`config.mk`:
```
export PLATFORM = sky130hd
export DESIGN_NAME = booklet_motor_home_supervisor
export DESIGN_NICKNAME = d
export VERILOG_FILES = /design/src/hdl/motor_sup_pkg.sv /design/src/hdl/booklet_motor_home_supervisor.sv /design/src/hdl/pin_sync.sv
export SDC_FILE = /design/constraint.sdc
export NUM_CORES = 1
export LEC_CHECK = 0
export BUFFER_PORTS_ARGS = -buffer_cell sky130_fd_sc_hd__buf_2
export CELL_PAD_IN_SITES_DETAIL_PLACEMENT = 1
export CELL_PAD_IN_SITES_GLOBAL_PLACEMENT = 2
export CORE_UTILIZATION = 25
export CTS_CLUSTER_DIAMETER = 50
export DETAILED_ROUTE_END_ITERATION = 8
export GPL_TIMING_DRIVEN = 0
export HOLD_SLACK_MARGIN = 0.12
export PLACE_DENSITY_LB_ADDON = 0.1
export SETUP_SLACK_MARGIN = 0.1
export SLEW_MARGIN = 5
export SYNTH_ARGS = -nofsm -noshare
export SYNTH_HDL_FRONTEND = slang
export SYNTH_SLANG_ARGS = --single-unit
export TNS_END_PERCENT = 20
```
`constraint.sdc`:
```
create_clock -name clk_i -period 2.35 [get_ports clk_i]
set_input_delay 0.5875 -clock clk_i [delete_from_list [all_inputs] [get_ports clk_i]]
set_output_delay 0.5875 -clock clk_i [all_outputs]
set_load 0.01 [all_outputs]
```
`src/hdl/motor_sup_pkg.sv`:
```
// package: constants and types for the booklet motor home supervisor
package motor_sup_pkg;
  localparam int unsigned CLK_HZ = 125_000_000;
  localparam int unsigned ALIGN_HOME_PULSES = 500;
  localparam int unsigned ALIGN_LEAVE_PULSES = 50;
  localparam int unsigned PUSH_ARRIVE_MS = 300;
  localparam int unsigned PUSH_LEAVE_MS = 80;
  localparam int unsigned PUSH_ARRIVE_CYC = PUSH_ARRIVE_MS * (CLK_HZ / 1000);
  localparam int unsigned PUSH_LEAVE_CYC = PUSH_LEAVE_MS * (CLK_HZ / 1000);
  localparam int unsigned PULSE_CNT_W = 16;
  localparam int unsigned ERR_ID_W = 8;
  localparam logic [7:0] ERR_ID_NONE = 8'h00;
  localparam logic [7:0] ERR_ID_ALIGN = 8'h44;
  localparam logic [7:0] ERR_ID_PUSH = 8'h45;

  typedef enum logic [1:0] {
    ST_IDLE = 2'b00,
    ST_RUN = 2'b01,
    ST_FAULT = 2'b10
  } run_state_e;

  typedef struct packed {
    logic start;
    logic toward;
  } motor_cmd_s;

  typedef struct packed {
    logic run;
    logic toward;
    logic fault;
  } motor_stat_s;
endpackage

```
`src/hdl/booklet_motor_home_supervisor.sv`:
```
// supervisor for the alignment and push motors of the booklet maker
// Function
// - align toward home: fault after 500 pulses
// - align leaving home: fault after 50 pulses
// - push toward home: fault after 0.3 s
// - push leaving home: fault after 80 ms
// - edge sensor not cleared in 80 ms: fault
// - edge sensor not reached in 0.3 s: fault
// - too few encoder pulses in drive: fault
// - both alignment faults share one identifier of their own
// - all push faults share one identifier
module booklet_motor_home_supervisor
  import motor_sup_pkg::*;
#(
  parameter int unsigned PUSH_ARRIVE_CYCLES = PUSH_ARRIVE_CYC,
  parameter int unsigned PUSH_LEAVE_CYCLES = PUSH_LEAVE_CYC
) (
  input wire logic clk_i,
  input wire logic srst_i,
  input wire motor_cmd_s align_cmd_i,
  input wire motor_cmd_s push_cmd_i,
  input wire logic push_to_edge_i,
  input wire logic [PULSE_CNT_W-1:0] push_min_pulses_i,
  input wire logic align_step_i,
  input wire logic align_home_sensor_i,
  input wire logic push_home_sensor_i,
  input wire logic push_edge_sensor_i,
  input wire logic push_encoder_sensor_i,
  input wire logic push_done_i,
  output logic align_motor_en_o,
  output logic align_motor_dir_o,
  output logic push_motor_en_o,
  output logic push_motor_dir_o,
  output motor_stat_s align_stat_o,
  output motor_stat_s push_stat_o,
  output logic [ERR_ID_W-1:0] err_id_o
);
  logic a_home;
  logic p_home;
  logic p_edge;
  logic p_enc;

  pin_sync u_sync_ah (.clk_i(clk_i), .srst_i(srst_i), .pin_i(align_home_sensor_i),
    .level_o(a_home));
  pin_sync u_sync_ph (.clk_i(clk_i), .srst_i(srst_i), .pin_i(push_home_sensor_i),
    .level_o(p_home));
  pin_sync u_sync_pe (.clk_i(clk_i), .srst_i(srst_i), .pin_i(push_edge_sensor_i),
    .level_o(p_edge));
  pin_sync u_sync_pc (.clk_i(clk_i), .srst_i(srst_i), .pin_i(push_encoder_sensor_i),
    .level_o(p_enc));

  // alignment motor: pulse-counted supervision
  run_state_e a_st_r, a_st_nxt;
  logic a_tow_r, a_tow_nxt;
  logic [PULSE_CNT_W-1:0] a_cnt_r, a_cnt_nxt;

  always_comb begin
    a_st_nxt = a_st_r;
    a_tow_nxt = a_tow_r;
    a_cnt_nxt = a_cnt_r;
    case (a_st_r)
      ST_IDLE: begin
        if (align_cmd_i.start) begin
          a_st_nxt = ST_RUN;
          a_tow_nxt = align_cmd_i.toward;
          a_cnt_nxt = '0;
        end
      end
      ST_RUN: begin
        if (a_tow_r && a_home) begin
          a_st_nxt = ST_IDLE;
        end else if (!a_tow_r && !a_home) begin
          a_st_nxt = ST_IDLE;
        end else if (align_step_i) begin
          a_cnt_nxt = a_cnt_r + 1'b1;
          if (a_tow_r && a_cnt_r + 1'b1 >= PULSE_CNT_W'(ALIGN_HOME_PULSES)) begin
            a_st_nxt = ST_FAULT;
          end
          if (!a_tow_r && a_cnt_r + 1'b1 >= PULSE_CNT_W'(ALIGN_LEAVE_PULSES)) begin
            a_st_nxt = ST_FAULT;
          end
        end
      end
      ST_FAULT: a_st_nxt = ST_FAULT;
      default: a_st_nxt = ST_IDLE;
    endcase
    if (srst_i) begin
      a_st_nxt = ST_IDLE;
      a_tow_nxt = 1'b0;
      a_cnt_nxt = '0;
    end
  end

  always_ff @(posedge clk_i) begin
    a_st_r <= a_st_nxt;
    a_tow_r <= a_tow_nxt;
    a_cnt_r <= a_cnt_nxt;
  end

  // push motor: time-limited supervision plus encoder count
  run_state_e p_st_r, p_st_nxt;
  logic p_tow_r, p_tow_nxt;
  logic p_edge_r, p_edge_nxt;
  logic p_left_r, p_left_nxt;
  logic p_enc_d_r, p_enc_d_nxt;
  logic [31:0] p_tmr_r, p_tmr_nxt;
  logic [PULSE_CNT_W-1:0] p_pc_r, p_pc_nxt;
  logic p_target;
  logic p_start_level;
  logic enc_rise;

  assign enc_rise = p_enc && !p_enc_d_r;
  // sensor that the drive must reach, and the one it must leave
  assign p_target = p_edge_r ? p_edge : p_home;
  assign p_start_level = p_edge_r ? p_home : p_edge;

  always_comb begin
    p_st_nxt = p_st_r;
    p_tow_nxt = p_tow_r;
    p_edge_nxt = p_edge_r;
    p_left_nxt = p_left_r;
    p_tmr_nxt = p_tmr_r;
    p_pc_nxt = p_pc_r;
    p_enc_d_nxt = p_enc;
    case (p_st_r)
      ST_IDLE: begin
        if (push_cmd_i.start) begin
          p_st_nxt = ST_RUN;
          p_tow_nxt = push_cmd_i.toward;
          p_edge_nxt = push_to_edge_i;
          p_left_nxt = 1'b0;
          p_tmr_nxt = '0;
          p_pc_nxt = '0;
        end
      end
      ST_RUN: begin
        p_tmr_nxt = p_tmr_r + 1'b1;
        if (enc_rise && p_pc_r != '1) begin
          p_pc_nxt = p_pc_r + 1'b1;
        end
        if (!p_start_level) begin
          p_left_nxt = 1'b1;
        end
        if (!p_left_r && p_start_level && p_tmr_r + 1'b1 >= PUSH_LEAVE_CYCLES) begin
          p_st_nxt = ST_FAULT;
        end else if (p_tow_r && !p_target && p_tmr_r + 1'b1 >= PUSH_ARRIVE_CYCLES) begin
          p_st_nxt = ST_FAULT;
        end else if ((p_tow_r && p_target) || (!p_tow_r && push_done_i)) begin
          if (p_pc_r < push_min_pulses_i) begin
            p_st_nxt = ST_FAULT;
          end else begin
            p_st_nxt = ST_IDLE;
          end
        end
      end
      ST_FAULT: p_st_nxt = ST_FAULT;
      default: p_st_nxt = ST_IDLE;
    endcase
    if (srst_i) begin
      p_st_nxt = ST_IDLE;
      p_tow_nxt = 1'b0;
      p_edge_nxt = 1'b0;
      p_left_nxt = 1'b0;
      p_tmr_nxt = '0;
      p_pc_nxt = '0;
      p_enc_d_nxt = 1'b0;
    end
  end

  always_ff @(posedge clk_i) begin
    p_st_r <= p_st_nxt;
    p_tow_r <= p_tow_nxt;
    p_edge_r <= p_edge_nxt;
    p_left_r <= p_left_nxt;
    p_tmr_r <= p_tmr_nxt;
    p_pc_r <= p_pc_nxt;
    p_enc_d_r <= p_enc_d_nxt;
  end

  // motors only run in ST_RUN, so a fault stops them at once
  assign align_motor_en_o = (a_st_r == ST_RUN);
  assign align_motor_dir_o = a_tow_r;
  assign push_motor_en_o = (p_st_r == ST_RUN);
  assign push_motor_dir_o = p_tow_r;
  assign align_stat_o = '{run: a_st_r == ST_RUN, toward: a_tow_r, fault: a_st_r == ST_FAULT};
  assign push_stat_o = '{run: p_st_r == ST_RUN, toward: p_tow_r, fault: p_st_r == ST_FAULT};

  // alignment identifier wins when both motors have failed
  always_comb begin
    if (a_st_r == ST_FAULT) begin
      err_id_o = ERR_ID_ALIGN;
    end else if (p_st_r == ST_FAULT) begin
      err_id_o = ERR_ID_PUSH;
    end else begin
      err_id_o = ERR_ID_NONE;
    end
  end

  a_fault_sticky: assert property (@(posedge clk_i) disable iff (srst_i)
    a_st_r == ST_FAULT |=> a_st_r == ST_FAULT && !align_motor_en_o)
    else $error("align fault not held");
  a_align_home_lim: assert property (@(posedge clk_i) disable iff (srst_i)
    a_st_r == ST_RUN && a_tow_r && !a_home && align_step_i
    && a_cnt_r == PULSE_CNT_W'(ALIGN_HOME_PULSES - 1) |=> a_st_r == ST_FAULT)
    else $error("align home limit missed");
  a_align_leave_lim: assert property (@(posedge clk_i) disable iff (srst_i)
    a_st_r == ST_RUN && !a_tow_r && a_home && align_step_i
    && a_cnt_r == PULSE_CNT_W'(ALIGN_LEAVE_PULSES - 1) |=> a_st_r == ST_FAULT)
    else $error("align leave limit missed");
  a_align_no_early: assert property (@(posedge clk_i) disable iff (srst_i)
    a_st_r == ST_RUN && a_cnt_r < PULSE_CNT_W'(ALIGN_LEAVE_PULSES - 1) |=> a_st_r != ST_FAULT)
    else $error("align fault too early");
  a_push_arrive_lim: assert property (@(posedge clk_i) disable iff (srst_i)
    p_st_r == ST_RUN && p_tow_r && !p_target && p_tmr_r + 1 >= PUSH_ARRIVE_CYCLES
    |=> p_st_r == ST_FAULT)
    else $error("push arrival limit missed");
  a_push_leave_lim: assert property (@(posedge clk_i) disable iff (srst_i)
    p_st_r == ST_RUN && !p_left_r && p_start_level && p_tmr_r + 1 >= PUSH_LEAVE_CYCLES
    |=> p_st_r == ST_FAULT)
    else $error("push leave limit missed");
  a_push_pulse_short: assert property (@(posedge clk_i) disable iff (srst_i)
    p_st_r == ST_RUN && p_tow_r && p_target && p_pc_r < push_min_pulses_i
    && p_tmr_r + 1 < PUSH_ARRIVE_CYCLES && (p_left_r || !p_start_level) |=> p_st_r == ST_FAULT)
    else $error("pulse shortfall not flagged");
  a_err_ids: assert property (@(posedge clk_i) disable iff (srst_i)
    (a_st_r == ST_FAULT) == (err_id_o == ERR_ID_ALIGN))
    else $error("align identifier mismatch");
  a_push_err_id: assert property (@(posedge clk_i) disable iff (srst_i)
    p_st_r == ST_FAULT && a_st_r != ST_FAULT |-> err_id_o == ERR_ID_PUSH)
    else $error("push identifier mismatch");
  a_push_stop: assert property (@(posedge clk_i) disable iff (srst_i)
    p_st_r == ST_FAULT |-> !push_motor_en_o ##1 p_st_r == ST_FAULT)
    else $error("push motor not stopped");

  c_align_ok: cover property (@(posedge clk_i) a_st_r == ST_RUN ##1 a_st_r == ST_IDLE);
  c_align_fault: cover property (@(posedge clk_i) a_st_r == ST_RUN ##1 a_st_r == ST_FAULT);
  c_push_ok: cover property (@(posedge clk_i) p_st_r == ST_RUN ##1 p_st_r == ST_IDLE);
  c_push_fault: cover property (@(posedge clk_i) p_st_r == ST_RUN ##1 p_st_r == ST_FAULT);
endmodule // booklet_motor_home_supervisor

```
`src/hdl/pin_sync.sv`:
```
// three-stage input synchroniser with agreement filter
module pin_sync (
  input wire logic clk_i,
  input wire logic srst_i,
  input wire logic pin_i,
  output logic level_o
);
  logic [2:0] sh_r;
  logic [2:0] sh_nxt;
  logic lvl_r;
  logic lvl_nxt;

  always_comb begin
    sh_nxt = srst_i ? 3'h0 : {sh_r[1:0], pin_i};
    lvl_nxt = srst_i ? 1'b0 : ((sh_r[2] == sh_r[1]) ? sh_r[2] : lvl_r);
  end

  always_ff @(posedge clk_i) begin
    sh_r <= sh_nxt;
    lvl_r <= lvl_nxt;
  end

  assign level_o = lvl_r;
endmodule // pin_sync

```
==> results.rst, run 1 <==
.. list-table::
   :header-rows: 1

   * - Metric
     - Value
   * - Fin Clk Skew
     - 0.00865 ns
   * - Number of instances in the synthesized netlist
     - just under 800
   * - Timing-limited maximum frequency
     - 0.373 GHz
   * - Seq pwr share
     - 44.0%
   * - Reg-to-reg slack, setup
     - -0.33 ns
   * - Grt ovf
     - 0
   * - Most Used Layer, Global Route
     - met2
   * - Final hold violation count
     - 0
   * - Number of cell instances on the worst register-to-register path
     - 10
   * - PwrDens
     - 456 nW/um^2
   * - CTS tree
     - done
   * - Area Overhead vs Synth
     - 30.9%
   * - Antenna Nets Post-Route
     - 0
   * - Met3 usage in global routing
     - 2.94%
   * - Global-route wire length before repair
     - 35,200 microns
   * - Max-cap violations
     - 0
   * - Initial antenna violation count
     - 0
   * - Number of filler cells placed in the layout
     - around 2,800
   * - Capturing element type of the critical path
     - flip-flop
   * - Area inside the core boundary
     - 22,900 sq um
   * - Combined area of all synthesized cells
     - between 5000 and 6000 sq um
   * - Endpoint of the worst hold path
     - u_sync_pc.sh_r[0]
   * - Finished Cell Area
     - 7750 sq um
   * - Setup repair after global routing missed its margin
     - yes
   * - Share of synthesized registers carrying an async set or reset
     - 0%
   * - Combinational group share of total power
     - 12.3%
   * - Total routed wirelength
     - between 20,000 and 25,000 microns
   * - Drt initial violations
     - approximately 250
   * - Final Non-Filler Cells
     - 1,204
   * - Worst Slack Setup Final
     - -0.333 ns
   * - Post-route DRC
     - 0
   * - Clock latency reported for the late side of the worst-skew pair
     - 0.36 ns
   * - Slew @ Worst Pin
     - around 0.85 ns
   * - Leak
     - between 3 and 4 nW
   * - Average wire length per cell after detail routing
     - 18.3 microns
   * - Final hold slack
     - ~0.43 ns
   * - Data required time at the worst endpoint
     - roughly 2.6 ns
   * - Buffer type at the clock tree root
     - clkbuf_16
   * - Synth unique cells
     - 76
   * - Switching portion of total power
     - a little under a third
   * - Tcrit/Tclk final
     - 114%
   * - Number of buffers inserted by port buffering
     - 41
   * - Worst hold path cell count
     - 2
   * - Nature of the critical path startpoint
     - flip-flop
   * - Number of flops mapped to enable cells by yosys
     - 0
   * - Count of pins on the block boundary
     - 47
   * - Post-DR vias/cell
     - a little over 5
   * - Part of the power in the clock network
     - approximately 44%
   * - Area of the die
     - about 24,000 sq um
   * - Half-perimeter wire length after placement
     - 15,400 microns
   * - Fin util
     - 33.8%
   * - Final-report setup violation count
     - 2
   * - Final worst path period need
     - about 2.7 ns
   * - Total Nets Final
     - 935
   * - Post-synthesis sequential element count
     - 89
   * - Status
     - finished, violations left
   * - Setup TNS
     - -0.545 ns
   * - Worst hold path type
     - primary input to flip-flop
   * - Cell-internal power
     - 2.44 mW
   * - Number of buffers created by CTS
     - 9
   * - Diode count
     - 0
   * - H-tree level count
     - 3
   * - Die height
     - about 160 microns
   * - HP Start
     - push_encoder_sensor_i
   * - Worst rel slew slack
     - 43.5%
   * - Max Transition Viols Final
     - 0
   * - M2 GR Usage
     - 32.2%
   * - Synthesized area per cell
     - 7.56 sq um
   * - GRT Total Usage
     - between 15 and 20%
   * - Max VDD drop
     - 0.000363 V
   * - Sum of internal, switching and leakage power
     - 3.53 mW
   * - Sequential-to-total area share from yosys stat
     - 30.1%
   * - Placed cell areas
     - between 6000 and 7000 sq um
   * - Hold buffers post-CTS
     - 0
   * - Endpoint of the worst-slack reg-to-reg timing path
     - p_st_r[1]
   * - Data arrival time of the critical path
     - slightly below 3 ns
   * - Number of global-route vias before repair
     - 6,503
   * - Synthesis warning total
     - 0
   * - Clock transition at the registers of the reported paths
     - 0.08 ns
   * - Routability congestion estimate
     - 0.829
   * - Worst setup slack before clock tree synthesis
     - -1.16 ns
   * - Number of sinks driven by the clock tree
     - 89
   * - Maximum number of pins on one net before global-route repair
     - 20
   * - Die boundary width
     - 156 microns
   * - Effective utilization at floorplan
     - about a quarter
   * - Core Rows
     - 55
   * - Power dissipated by switching net loads
     - 1.09 mW
   * - Kind of critical path
     - flip-flop to flip-flop
   * - Maximum buffer depth of the clock tree
     - 2
   * - Total iterations of the first detailed-routing run
     - 4
   * - Total via count after detailed routing
     - 6,232
   * - Top flip-flop cell by instance count after synthesis
     - dfxtp_1
   * - Startpoint of the worst register-to-register path
     - p_tmr_r[0]
   * - Number of placed cells counting well taps
     - roughly 1,100
   * - Layout cell share with drive strength beyond 1
     - 27.8%
   * - Crit-path max FO
     - 8
   * - Violations in the final reports
     - negative setup slack
   * - Global Route met1 Usage
     - 23.8%
==> worst max-delay path: stages, from the launching register on <==
cell      delay, ns
dfxtp_4        0.42
ha_4           0.23
inv_2          0.12
nor4_4         0.33
buf_4          0.19
and4_1         0.25
o211a_1        0.17
o211ai_1       0.15
o21ai_1        0.16
nand4_1        0.18
o41a_1         0.35
==> flip-flops by register name, summed over array words and instances, names as in the netlist, 2 cells and up <==
| signal | cells |
|---|---|
| p_tmr_r | 32 |
| u_sync_pc.sh_r | 3 |
| a_st_r | 2 |
| u_sync_pe.sh_r | 3 |
| a_cnt_r | 16 |
| p_pc_r | 16 |
| u_sync_ah.sh_r | 3 |
| u_sync_ph.sh_r | 3 |
| p_st_r | 2 |
==> timing repair <==
| item | 4_1_cts | 5_1_grt |
|---|---|---|
| endpoints found under the setup margin | 57 | 46 |
| gates resized for setup | 111 | 62 |
| buffers inserted | 41 | 7 |
| endpoints found under the hold margin | 0 | 0 |
| pin swaps | 28 | 18 |
==> synthesized netlist by cell type, drive strengths merged, types with 8 or more instances <==
master | instances | share of area [%]
and3 | 19 | 2.1
and2 | 8 | 0.85
a21o | 9 | 1.1
mux2i | 8 | 1.4
nand3b | 8 | 1.0
a21oi | 63 | 5.3
xor2 | 11 | 1.6
nand2 | 62 | 4.0
dfxtp | 89 | 30
a31oi | 13 | 1.4
nand3 | 28 | 2.4
nor4 | 10 | 1.8
ha | 20 | 4.2
nor3 | 30 | 2.6
nand4 | 28 | 3.6
clkbuf | 36 | 2.3
nand2b | 11 | 1.2
buf | 27 | 3.1
xnor2 | 21 | 3.1
and4 | 8 | 1.2
inv | 25 | 1.6
nor2b | 20 | 2.1
o21ai | 48 | 4.1
nor2 | 93 | 5.9
==> metal layers <==
metal / routed length (microns) / up-vias
met5: 0 / -
met4: 382 / 0
met3: 612 / 27
met2: 10600 / 98
met1: 10400 / 3079
li1: - / 3028
==> cells in the final DEF (no fill, tap or decap), drive strengths merged, types with 4 or more instances in the layout <==
cell type    n
nor3        30
nor2b       20
nand2b      11
a31oi       13
inv         29
and2         8
a22oi        5
or2          6
xnor2       21
and4         8
a21oi       63
o21ai       48
a211oi       5
nand3       28
a21o         9
clkbuf      42
mux2i        8
nand2       62
or3          7
and3        19
clkinv       4
nor2        93
nand4b       7
ha          20
dfxtp       89
buf        118
nor4        10
o22ai        5
nand3b       8
or4          5
nand4       28
xor2        11
a311oi       7
conb         5
==> power groups by stage <==
stage	clock network, mW	logic [mW]	registers, mW
floorplan	0	0.226	1.59
global placement	0	0.390	1.59
detailed placement	0	0.398	1.59
CTS	1.60	0.435	1.56
global route	1.66	0.482	1.56
finish	1.54	0.436	1.56
==> how the worst max path moves through the flow <==
| stage | endpoint | slack (ns) | cells after the start | from |
|---|---|---|---|---|
| floorplan | p_st_r[1] | -0.05 | 9 | p_tmr_r[2] |
| global placement | p_st_r[1] | -1.13 | 9 | p_tmr_r[0] |
| detailed placement | p_st_r[1] | -1.16 | 8 | p_tmr_r[0] |
| CTS | p_st_r[1] | -0.29 | 10 | p_tmr_r[5] |
| global route | p_st_r[1] | -0.41 | 11 | p_tmr_r[11] |
| finish | p_st_r[1] | -0.33 | 10 | p_tmr_r[0] |
==> area by class of cell <==
cell class              count  area (sq um)  area share (%)
multi-input cells         609          4090            52.7
plain buffers              63           452            5.83
repair buffers             88           573            7.40
clock inverters             7          81.3            1.05
well taps                 313           392            5.05
flip-flops and latches     89          1830            23.6
clock buffers               9           225            2.91
inverters                  26           113            1.45
==> cell families after synthesis <==
family                     after synthesis  share of synthesized area, %
AOI/OAI and AO/OA                      190                          20.1
adders and majority gates               20                          4.23
other                                    1                        0.0634
DFF                                     89                          30.1
and+or+nand+nor                        354                          32.4
xor gates and xnor gates                32                          4.74
buffers and inverters                   89                          7.04
muxes                                    8                          1.35
Note: power is estimated with default switching activity, not from simulation.
==> run 2: changes to the inputs <==
==> constraint.sdc (replaced) <==
create_clock -name clk_i -period 2.35 [get_ports clk_i]
set_input_delay 0.47 -clock clk_i [delete_from_list [all_inputs] [get_ports clk_i]]
set_output_delay 0.47 -clock clk_i [all_outputs]
set_load 0.01 [all_outputs]
==> run 2 against run 1 <==
- global-route usage is essentially flat
- combinational power shrank 2%
- highest routed layer unchanged
- non-clock buffer count did not move
- clock skew is essentially flat
- the flow still finishes with violations (negative setup slack)
- wire length is 0.17% lower
- register-to-register slack improved by 0.03 ns
- power fell by 0.26%
- worst hold slack got worse by 0.12 ns
- critical endpoint unchanged
==> results.rst, run 2 (synthesized netlist as in run 1, its figures left out) <==
.. list-table::
   :header-rows: 1

   * - Metric
     - Value
   * - Crit-path max FO
     - 8
   * - Sum of internal, switching and leakage power
     - between 3 and 4 mW
   * - Data required time at the worst endpoint
     - 2.59 ns
   * - Most frequent cells in the layout
     - nor2_1, dfxtp_1, a21oi_1, nand2_1, buf_4
   * - Number of buffers created by CTS
     - 9
   * - Initial antenna violation count
     - 0
   * - Number of buffers inserted by port buffering
     - a little over 40
   * - Average wire length per cell after detail routing
     - 18.2 microns
   * - Number of cell instances on the worst register-to-register path
     - 10
   * - Data arrival time of the critical path
     - just under 3 ns
   * - Final hold violation count
     - 0
   * - Reg-to-reg slack, setup
     - -0.31 ns
   * - Layout cell share with drive strength beyond 1
     - 27.7%
   * - Fin Clk Skew
     - 0.00847 ns
   * - Number of global-route vias before repair
     - around 6,500
   * - Total via count after detailed routing
     - between 6,000 and 7,000
   * - Routability congestion estimate
     - 0.829
   * - Biggest regs
     - p_tmr_r: 32 flops, a_cnt_r: 16 flops, p_pc_r: 16 flops
   * - Leak
     - 3.06 nW
   * - Maximum number of pins on one net before global-route repair
     - 20
   * - Most common cell after layout, fill and taps aside
     - nor2_1
   * - Total routed wirelength
     - 22,000 microns
   * - Diode count
     - 0
   * - Antenna Nets Post-Route
     - 0
   * - Core Rows
     - 55
   * - Worst setup slack before clock tree synthesis
     - -1.16 ns
   * - Maximum buffer depth of the clock tree
     - 2
   * - Critical path, cell by cell
     - ha_4 > inv_2 > nor4_4 > buf_4 > and4_1 > o211a_1 > o211ai_1 > o21ai_1 > nand4_1 > o41a_1
   * - Total iterations of the first detailed-routing run
     - 4
   * - Startpoint of the worst register-to-register path
     - p_tmr_r[0]
   * - H-tree level count
     - 3
   * - Area Overhead vs Synth
     - 30.4%
   * - Status
     - finished, violations left
   * - Endpoint of the worst-slack reg-to-reg timing path
     - p_st_r[1]
   * - Capturing element type of the critical path
     - flip-flop
   * - Slew @ Worst Pin
     - 0.848 ns
   * - Half-perimeter wire length after placement
     - 15,400 microns
   * - Die boundary width
     - 156 microns
   * - Kind of cell with the highest combined delay on the critical path
     - compound AO/OA/AOI/OAI gates
   * - Tcrit/Tclk final
     - 113%
   * - Nature of the critical path startpoint
     - flip-flop
   * - Count of pins on the block boundary
     - 47
   * - PwrDens
     - between 400 and 500 nW/um^2
   * - Grt ovf
     - 0
   * - Area of the die
     - roughly 24,000 sq um
   * - CTS tree
     - done
   * - Register containing the most flip-flops in the final layout
     - p_tmr_r
   * - Global-route wire length before repair
     - between 30,000 and 40,000 microns
   * - Final worst path period need
     - roughly 2.7 ns
   * - Final-report setup violation count
     - 2
   * - Post-route DRC
     - 0
   * - Timing-limited maximum frequency
     - 0.376 GHz
   * - Post-DR vias/cell
     - 5.18
   * - HP Start
     - push_encoder_sensor_i
   * - Total Nets Final
     - 935
   * - Number of sinks driven by the clock tree
     - 89
   * - Worst rel slew slack
     - between 40% and 50%
   * - Die height
     - 156 microns
   * - Max Transition Viols Final
     - 0
   * - Delay of the slowest cell on the worst path
     - between 0.4 and 0.5 ns
   * - Effective utilization at floorplan
     - 25.8%
   * - Kind of critical path
     - flip-flop to flip-flop
   * - Drt initial violations
     - 248
   * - Worst hold path cell count
     - 2
   * - Clock transition at the registers of the reported paths
     - 0.08 ns
   * - GRT Total Usage
     - 18.6%
   * - Flip-flop count of the largest register, all copies and words added
     - 32
   * - Buffer type at the clock tree root
     - clkbuf_16
   * - Max-cap violations
     - 0
   * - Bufs and invs on worst path
     - 2
   * - Endpoint of the worst hold path
     - u_sync_pc.sh_r[0]
   * - Setup TNS
     - -0.502 ns
   * - Clock latency reported for the late side of the worst-skew pair
     - 0.36 ns
   * - Critical-path top delay cell
     - dfxtp_4
   * - Violations in the final reports
     - negative setup slack
   * - Max VDD drop
     - about 0.00036 V
   * - Area inside the core boundary
     - 22,900 sq um
   * - Worst Slack Setup Final
     - -0.308 ns
   * - Final hold slack
     - 0.311 ns
   * - Worst hold path type
     - primary input to flip-flop
   * - Setup repair after global routing missed its margin
     - yes
==> run 2: cell counts in the layout (fill, tap and decap cells not counted) <==
No cell type changed its count.
==> run 2: metal layers <==
layer	vias up	GRT usage (%)	share of wire [%]
met2	99	32.1	48
met3	29	2.94	2.9
met5	-	0	0
li1	3029	-	-
met1	3076	23.8	47
met4	0	5.00	1.8
==> run 2: how the worst max path moves through the flow <==
| stage | from | end | slack, ns | depth (start not counted) |
|---|---|---|---|---|
| after floorplan | p_tmr_r[2] | p_st_r[1] | -0.05 | 9 |
| after global placement | p_tmr_r[0] | p_st_r[1] | -1.13 | 9 |
| after detailed placement | p_tmr_r[0] | p_st_r[1] | -1.16 | 8 |
| after CTS | p_tmr_r[5] | p_st_r[1] | -0.29 | 10 |
| after global routing | p_tmr_r[11] | p_st_r[1] | -0.41 | 11 |
| final | p_tmr_r[0] | p_st_r[1] | -0.31 | 10 |
==> run 2: power by group <==
group          switching (mW)  total, mW  internal, mW
clock                   0.777       1.54         0.763
sequential             0.0293       1.55          1.53
combinational           0.278      0.427         0.150
==> run 2: final cells by class <==
type                            count  area [sq um]
Sequential cell                    89          1830
Tap cell                          313           392
Multi-Input combinational cell    609          4090
Fill cell                        2778         15200
Inverter                           26           105
Clock buffer                        9           225
Timing Repair Buffer               88           573
Clock inverter                      7          81.3
Buffer                             63           433
==> run 2: timing repair <==
| item | in CTS | in global routing |
|---|---|---|
| pin swaps | 28 | 18 |
| hold buffers | 0 | 0 |
| endpoints found under the setup margin | 56 | 54 |
| setup buffers | 41 | 7 |
| gates resized for setup | 105 | 64 |
==> run 2: per-stage QoR <==
step / std cells / util (%) / area (sq um)
global placement: 1141 / 28.6 / 6560
finish: 1204 / 33.7 / 7720
floorplan: 787 / - / 5960
CTS: 1198 / 32.7 / 7500
detailed placement: 1141 / 28.6 / 6560
global route: 1204 / 33.7 / 7720
==> run 3: changes to the inputs <==
--- a/config.mk
+++ b/config.mk
@@ -14,7 +14,7 @@
 export GPL_TIMING_DRIVEN = 0
 export HOLD_SLACK_MARGIN = 0.12
 export PLACE_DENSITY_LB_ADDON = 0.1
-export SETUP_SLACK_MARGIN = 0.1
+export SETUP_SLACK_MARGIN = 0.2
 export SLEW_MARGIN = 5
 export SYNTH_ARGS = -nofsm -noshare
 export SYNTH_HDL_FRONTEND = slang
==> run 3 against run 2 <==
- the flow still finishes with violations (negative setup slack)
- global-route usage stayed put
- clock power barely moved
- combinational power is 1% higher
- largest cell class unchanged
- largest power group unchanged
==> results.rst, run 3 (synthesized netlist as in run 1, its figures left out) <==
.. list-table::
   :header-rows: 1

   * - Metric
     - Value
   * - Status
     - finished, violations left
   * - Violations in the final reports
     - negative setup slack
   * - Number of sinks driven by the clock tree
     - about 90
   * - Finished Cell Area
     - approximately 7800 sq um
   * - Combinational group share of total power
     - 12.2%
   * - Core Rows
     - 55
   * - Number of buffers created by CTS
     - 9
   * - Biggest regs
     - p_tmr_r: 32 flops, a_cnt_r: 16 flops, p_pc_r: 16 flops
   * - Routability congestion estimate
     - 0.829
   * - Worst rel slew slack
     - 42.0%
   * - Global-route wire length before repair
     - 35,100 microns
   * - Cell-internal power
     - roughly 2.4 mW
   * - Area inside the core boundary
     - around 23,000 sq um
   * - Final Non-Filler Cells
     - 1,203
   * - Clock transition at the registers of the reported paths
     - about 0.080 ns
   * - Critical-path top delay cell
     - dfxtp_4
   * - Number of global-route vias before repair
     - 6,483
   * - Leak
     - 3.08 nW
   * - Die height
     - 156 microns
   * - Half-perimeter wire length after placement
     - ~15,000 microns
   * - Fin Clk Skew
     - 0.0102 ns
   * - Area of the die
     - between 20,000 and 25,000 sq um
   * - Maximum buffer depth of the clock tree
     - 2
   * - Post-DR vias/cell
     - around 5.2
   * - Total Nets Final
     - 934
   * - Drt initial violations
     - approximately 280
   * - Buffer type at the clock tree root
     - clkbuf_16
   * - Tcrit/Tclk final
     - 113%
   * - Worst hold path type
     - primary input to flip-flop
   * - Kind of cell with the highest combined delay on the critical path
     - compound AO/OA/AOI/OAI gates
   * - Final worst path period need
     - about 2.7 ns
   * - Number of filler cells placed in the layout
     - 2,762
   * - Number of buffers inserted by port buffering
     - 41
   * - Data required time at the worst endpoint
     - 2.59 ns
   * - Kind of critical path
     - flip-flop to flip-flop
   * - Bufs and invs on worst path
     - 2
   * - Max VDD drop
     - approximately 0.00036 V
   * - Placed cell areas
     - between 6000 and 7000 sq um
   * - Switching portion of total power
     - about 30%
   * - GRT Total Usage
     - 18.6%
   * - Seq pwr share
     - 44.1%
   * - Most common cell after layout, fill and taps aside
     - nor2_1
   * - Maximum number of pins on one net before global-route repair
     - 20
   * - Capturing element type of the critical path
     - flip-flop
   * - Total routed wirelength
     - 22,000 microns
   * - Fin util
     - between 30% and 40%
   * - Data arrival time of the critical path
     - about 2.9 ns
   * - Most frequent cells in the layout
     - nor2_1, dfxtp_1, a21oi_1, nand2_1, buf_4
   * - Nature of the critical path startpoint
     - flip-flop
   * - Post-route DRC
     - 0
   * - Initial antenna violation count
     - 0
   * - Grt ovf
     - 0
   * - Effective utilization at floorplan
     - 25.8%
   * - Die boundary width
     - around 160 microns
   * - Max Transition Viols Final
     - 0
   * - H-tree level count
     - 3
   * - Crit-path max FO
     - 8
   * - Total iterations of the first detailed-routing run
     - 5
   * - CTS tree
     - done
   * - Slew @ Worst Pin
     - 0.870 ns
   * - Total via count after detailed routing
     - around 6,300
   * - Setup repair after global routing missed its margin
     - yes
   * - Average wire length per cell after detail routing
     - around 18 microns
   * - Number of placed cells counting well taps
     - 1,141
   * - Part of the power in the clock network
     - 43.6%
   * - Power dissipated by switching net loads
     - 1.09 mW
   * - Timing-limited maximum frequency
     - ~0.38 GHz
   * - PwrDens
     - 450 nW/um^2
   * - Register containing the most flip-flops in the final layout
     - p_tmr_r
   * - Critical path, cell by cell
     - ha_4 > inv_2 > nor4_4 > buf_4 > and4_1 > o211a_1 > o211ai_1 > o21ai_1 > nand4_1 > o41a_1
   * - Layout cell share with drive strength beyond 1
     - between 20% and 30%
   * - Diode count
     - 0
   * - Antenna Nets Post-Route
     - 0
   * - Final-report setup violation count
     - 2
   * - Area Overhead vs Synth
     - 32.5%
   * - Delay of the slowest cell on the worst path
     - 0.42 ns
   * - Count of pins on the block boundary
     - 47
   * - Worst setup slack before clock tree synthesis
     - -1.16 ns
   * - Final hold violation count
     - 0
   * - Flip-flop count of the largest register, all copies and words added
     - 32
   * - Clock latency reported for the late side of the worst-skew pair
     - 0.36 ns
   * - Max-cap violations
     - 0
   * - Worst Slack Setup Final
     - -0.316 ns
==> run 3: changes by cell type in the layout (fill, tap and decap cells not counted), moves of 2 or more <==
cell     delta
and3_4      +2
buf_4       -4
buf_6       +2
buf_8       +2
dfxtp_1     -4
dfxtp_2     +4
nand2_1     -3
nand2_2     +3
o21ai_0     -2
o21ai_1     +2
==> run 3: repair_timing <==
action / in CTS / in global routing
resized for setup: 117 / 80
hold buffers: 0 / 0
cloned: 0 / 0
pin swaps: 27 / 24
buffers inserted: 39 / 7
setup endpoints to repair: 65 / 45
==> run 3: area by class of cell <==
type / count / area, sq um / share of cell area, %
buffer: 63 / 460 / 5.87
clock buffer: 9 / 225 / 2.87
inverter: 26 / 105 / 1.34
tap: 313 / 392 / 5.00
clock inverter: 7 / 81.3 / 1.04
timing repair buffer: 87 / 573 / 7.31
multi-input combinational: 609 / 4170 / 53.2
sequential: 89 / 1830 / 23.3
==> run 3: worst reg2reg max path: cells and delay by family, from the launching register on <==
kind            cells  cell delay, ns
fa+ha+maj           1            0.24
flops               1            0.42
simple gates        3            0.76
compound gates      4            0.83
buf+inv             2            0.32
==> run 3: final timing paths <==
check                        startpoint                 to  slack [ns]  cells after the start
hold reg to reg       u_sync_ah.sh_r[0]  u_sync_ah.sh_r[1]        0.45                      1
setup reg to reg             p_tmr_r[0]          p_st_r[1]       -0.32                     10
setup / recovery             p_tmr_r[0]          p_st_r[1]       -0.32                     10
hold / removal    push_encoder_sensor_i  u_sync_pc.sh_r[0]        0.31                      2
==> run 3: routing by layer <==
layer / GRT usage (%) / up-vias / routed length (microns)
met5: 0 / - / 0
met4: 4.90 / 0 / 381
met3: 2.94 / 27 / 588
met2: 32.1 / 104 / 10600
met1: 23.9 / 3095 / 10400
li1: - / 3024 / -
==> run 3: stage by stage <==
stage,setup TNS [ns],hold WS [ns],power (mW)
final,-0.520,0.311,3.53
after global routing,-0.780,0.295,3.70
after CTS,-0.473,0.297,3.59
after detailed placement,-9.76,0.426,1.99
after global placement,-9.06,0.428,1.98
after floorplan,-0.0568,0.414,1.81
==> run 3: power groups by stage <==
| stage | logic, mW | clock network, mW | registers, mW |
|---|---|---|---|
| 6_report | 0.432 | 1.54 | 1.56 |
| 5_1_grt | 0.477 | 1.66 | 1.56 |
| 4_1_cts | 0.425 | 1.60 | 1.56 |
| 3_5_place_dp | 0.398 | 0 | 1.59 |
| 3_3_place_gp | 0.390 | 0 | 1.59 |
| 2_1_floorplan | 0.226 | 0 | 1.59 |
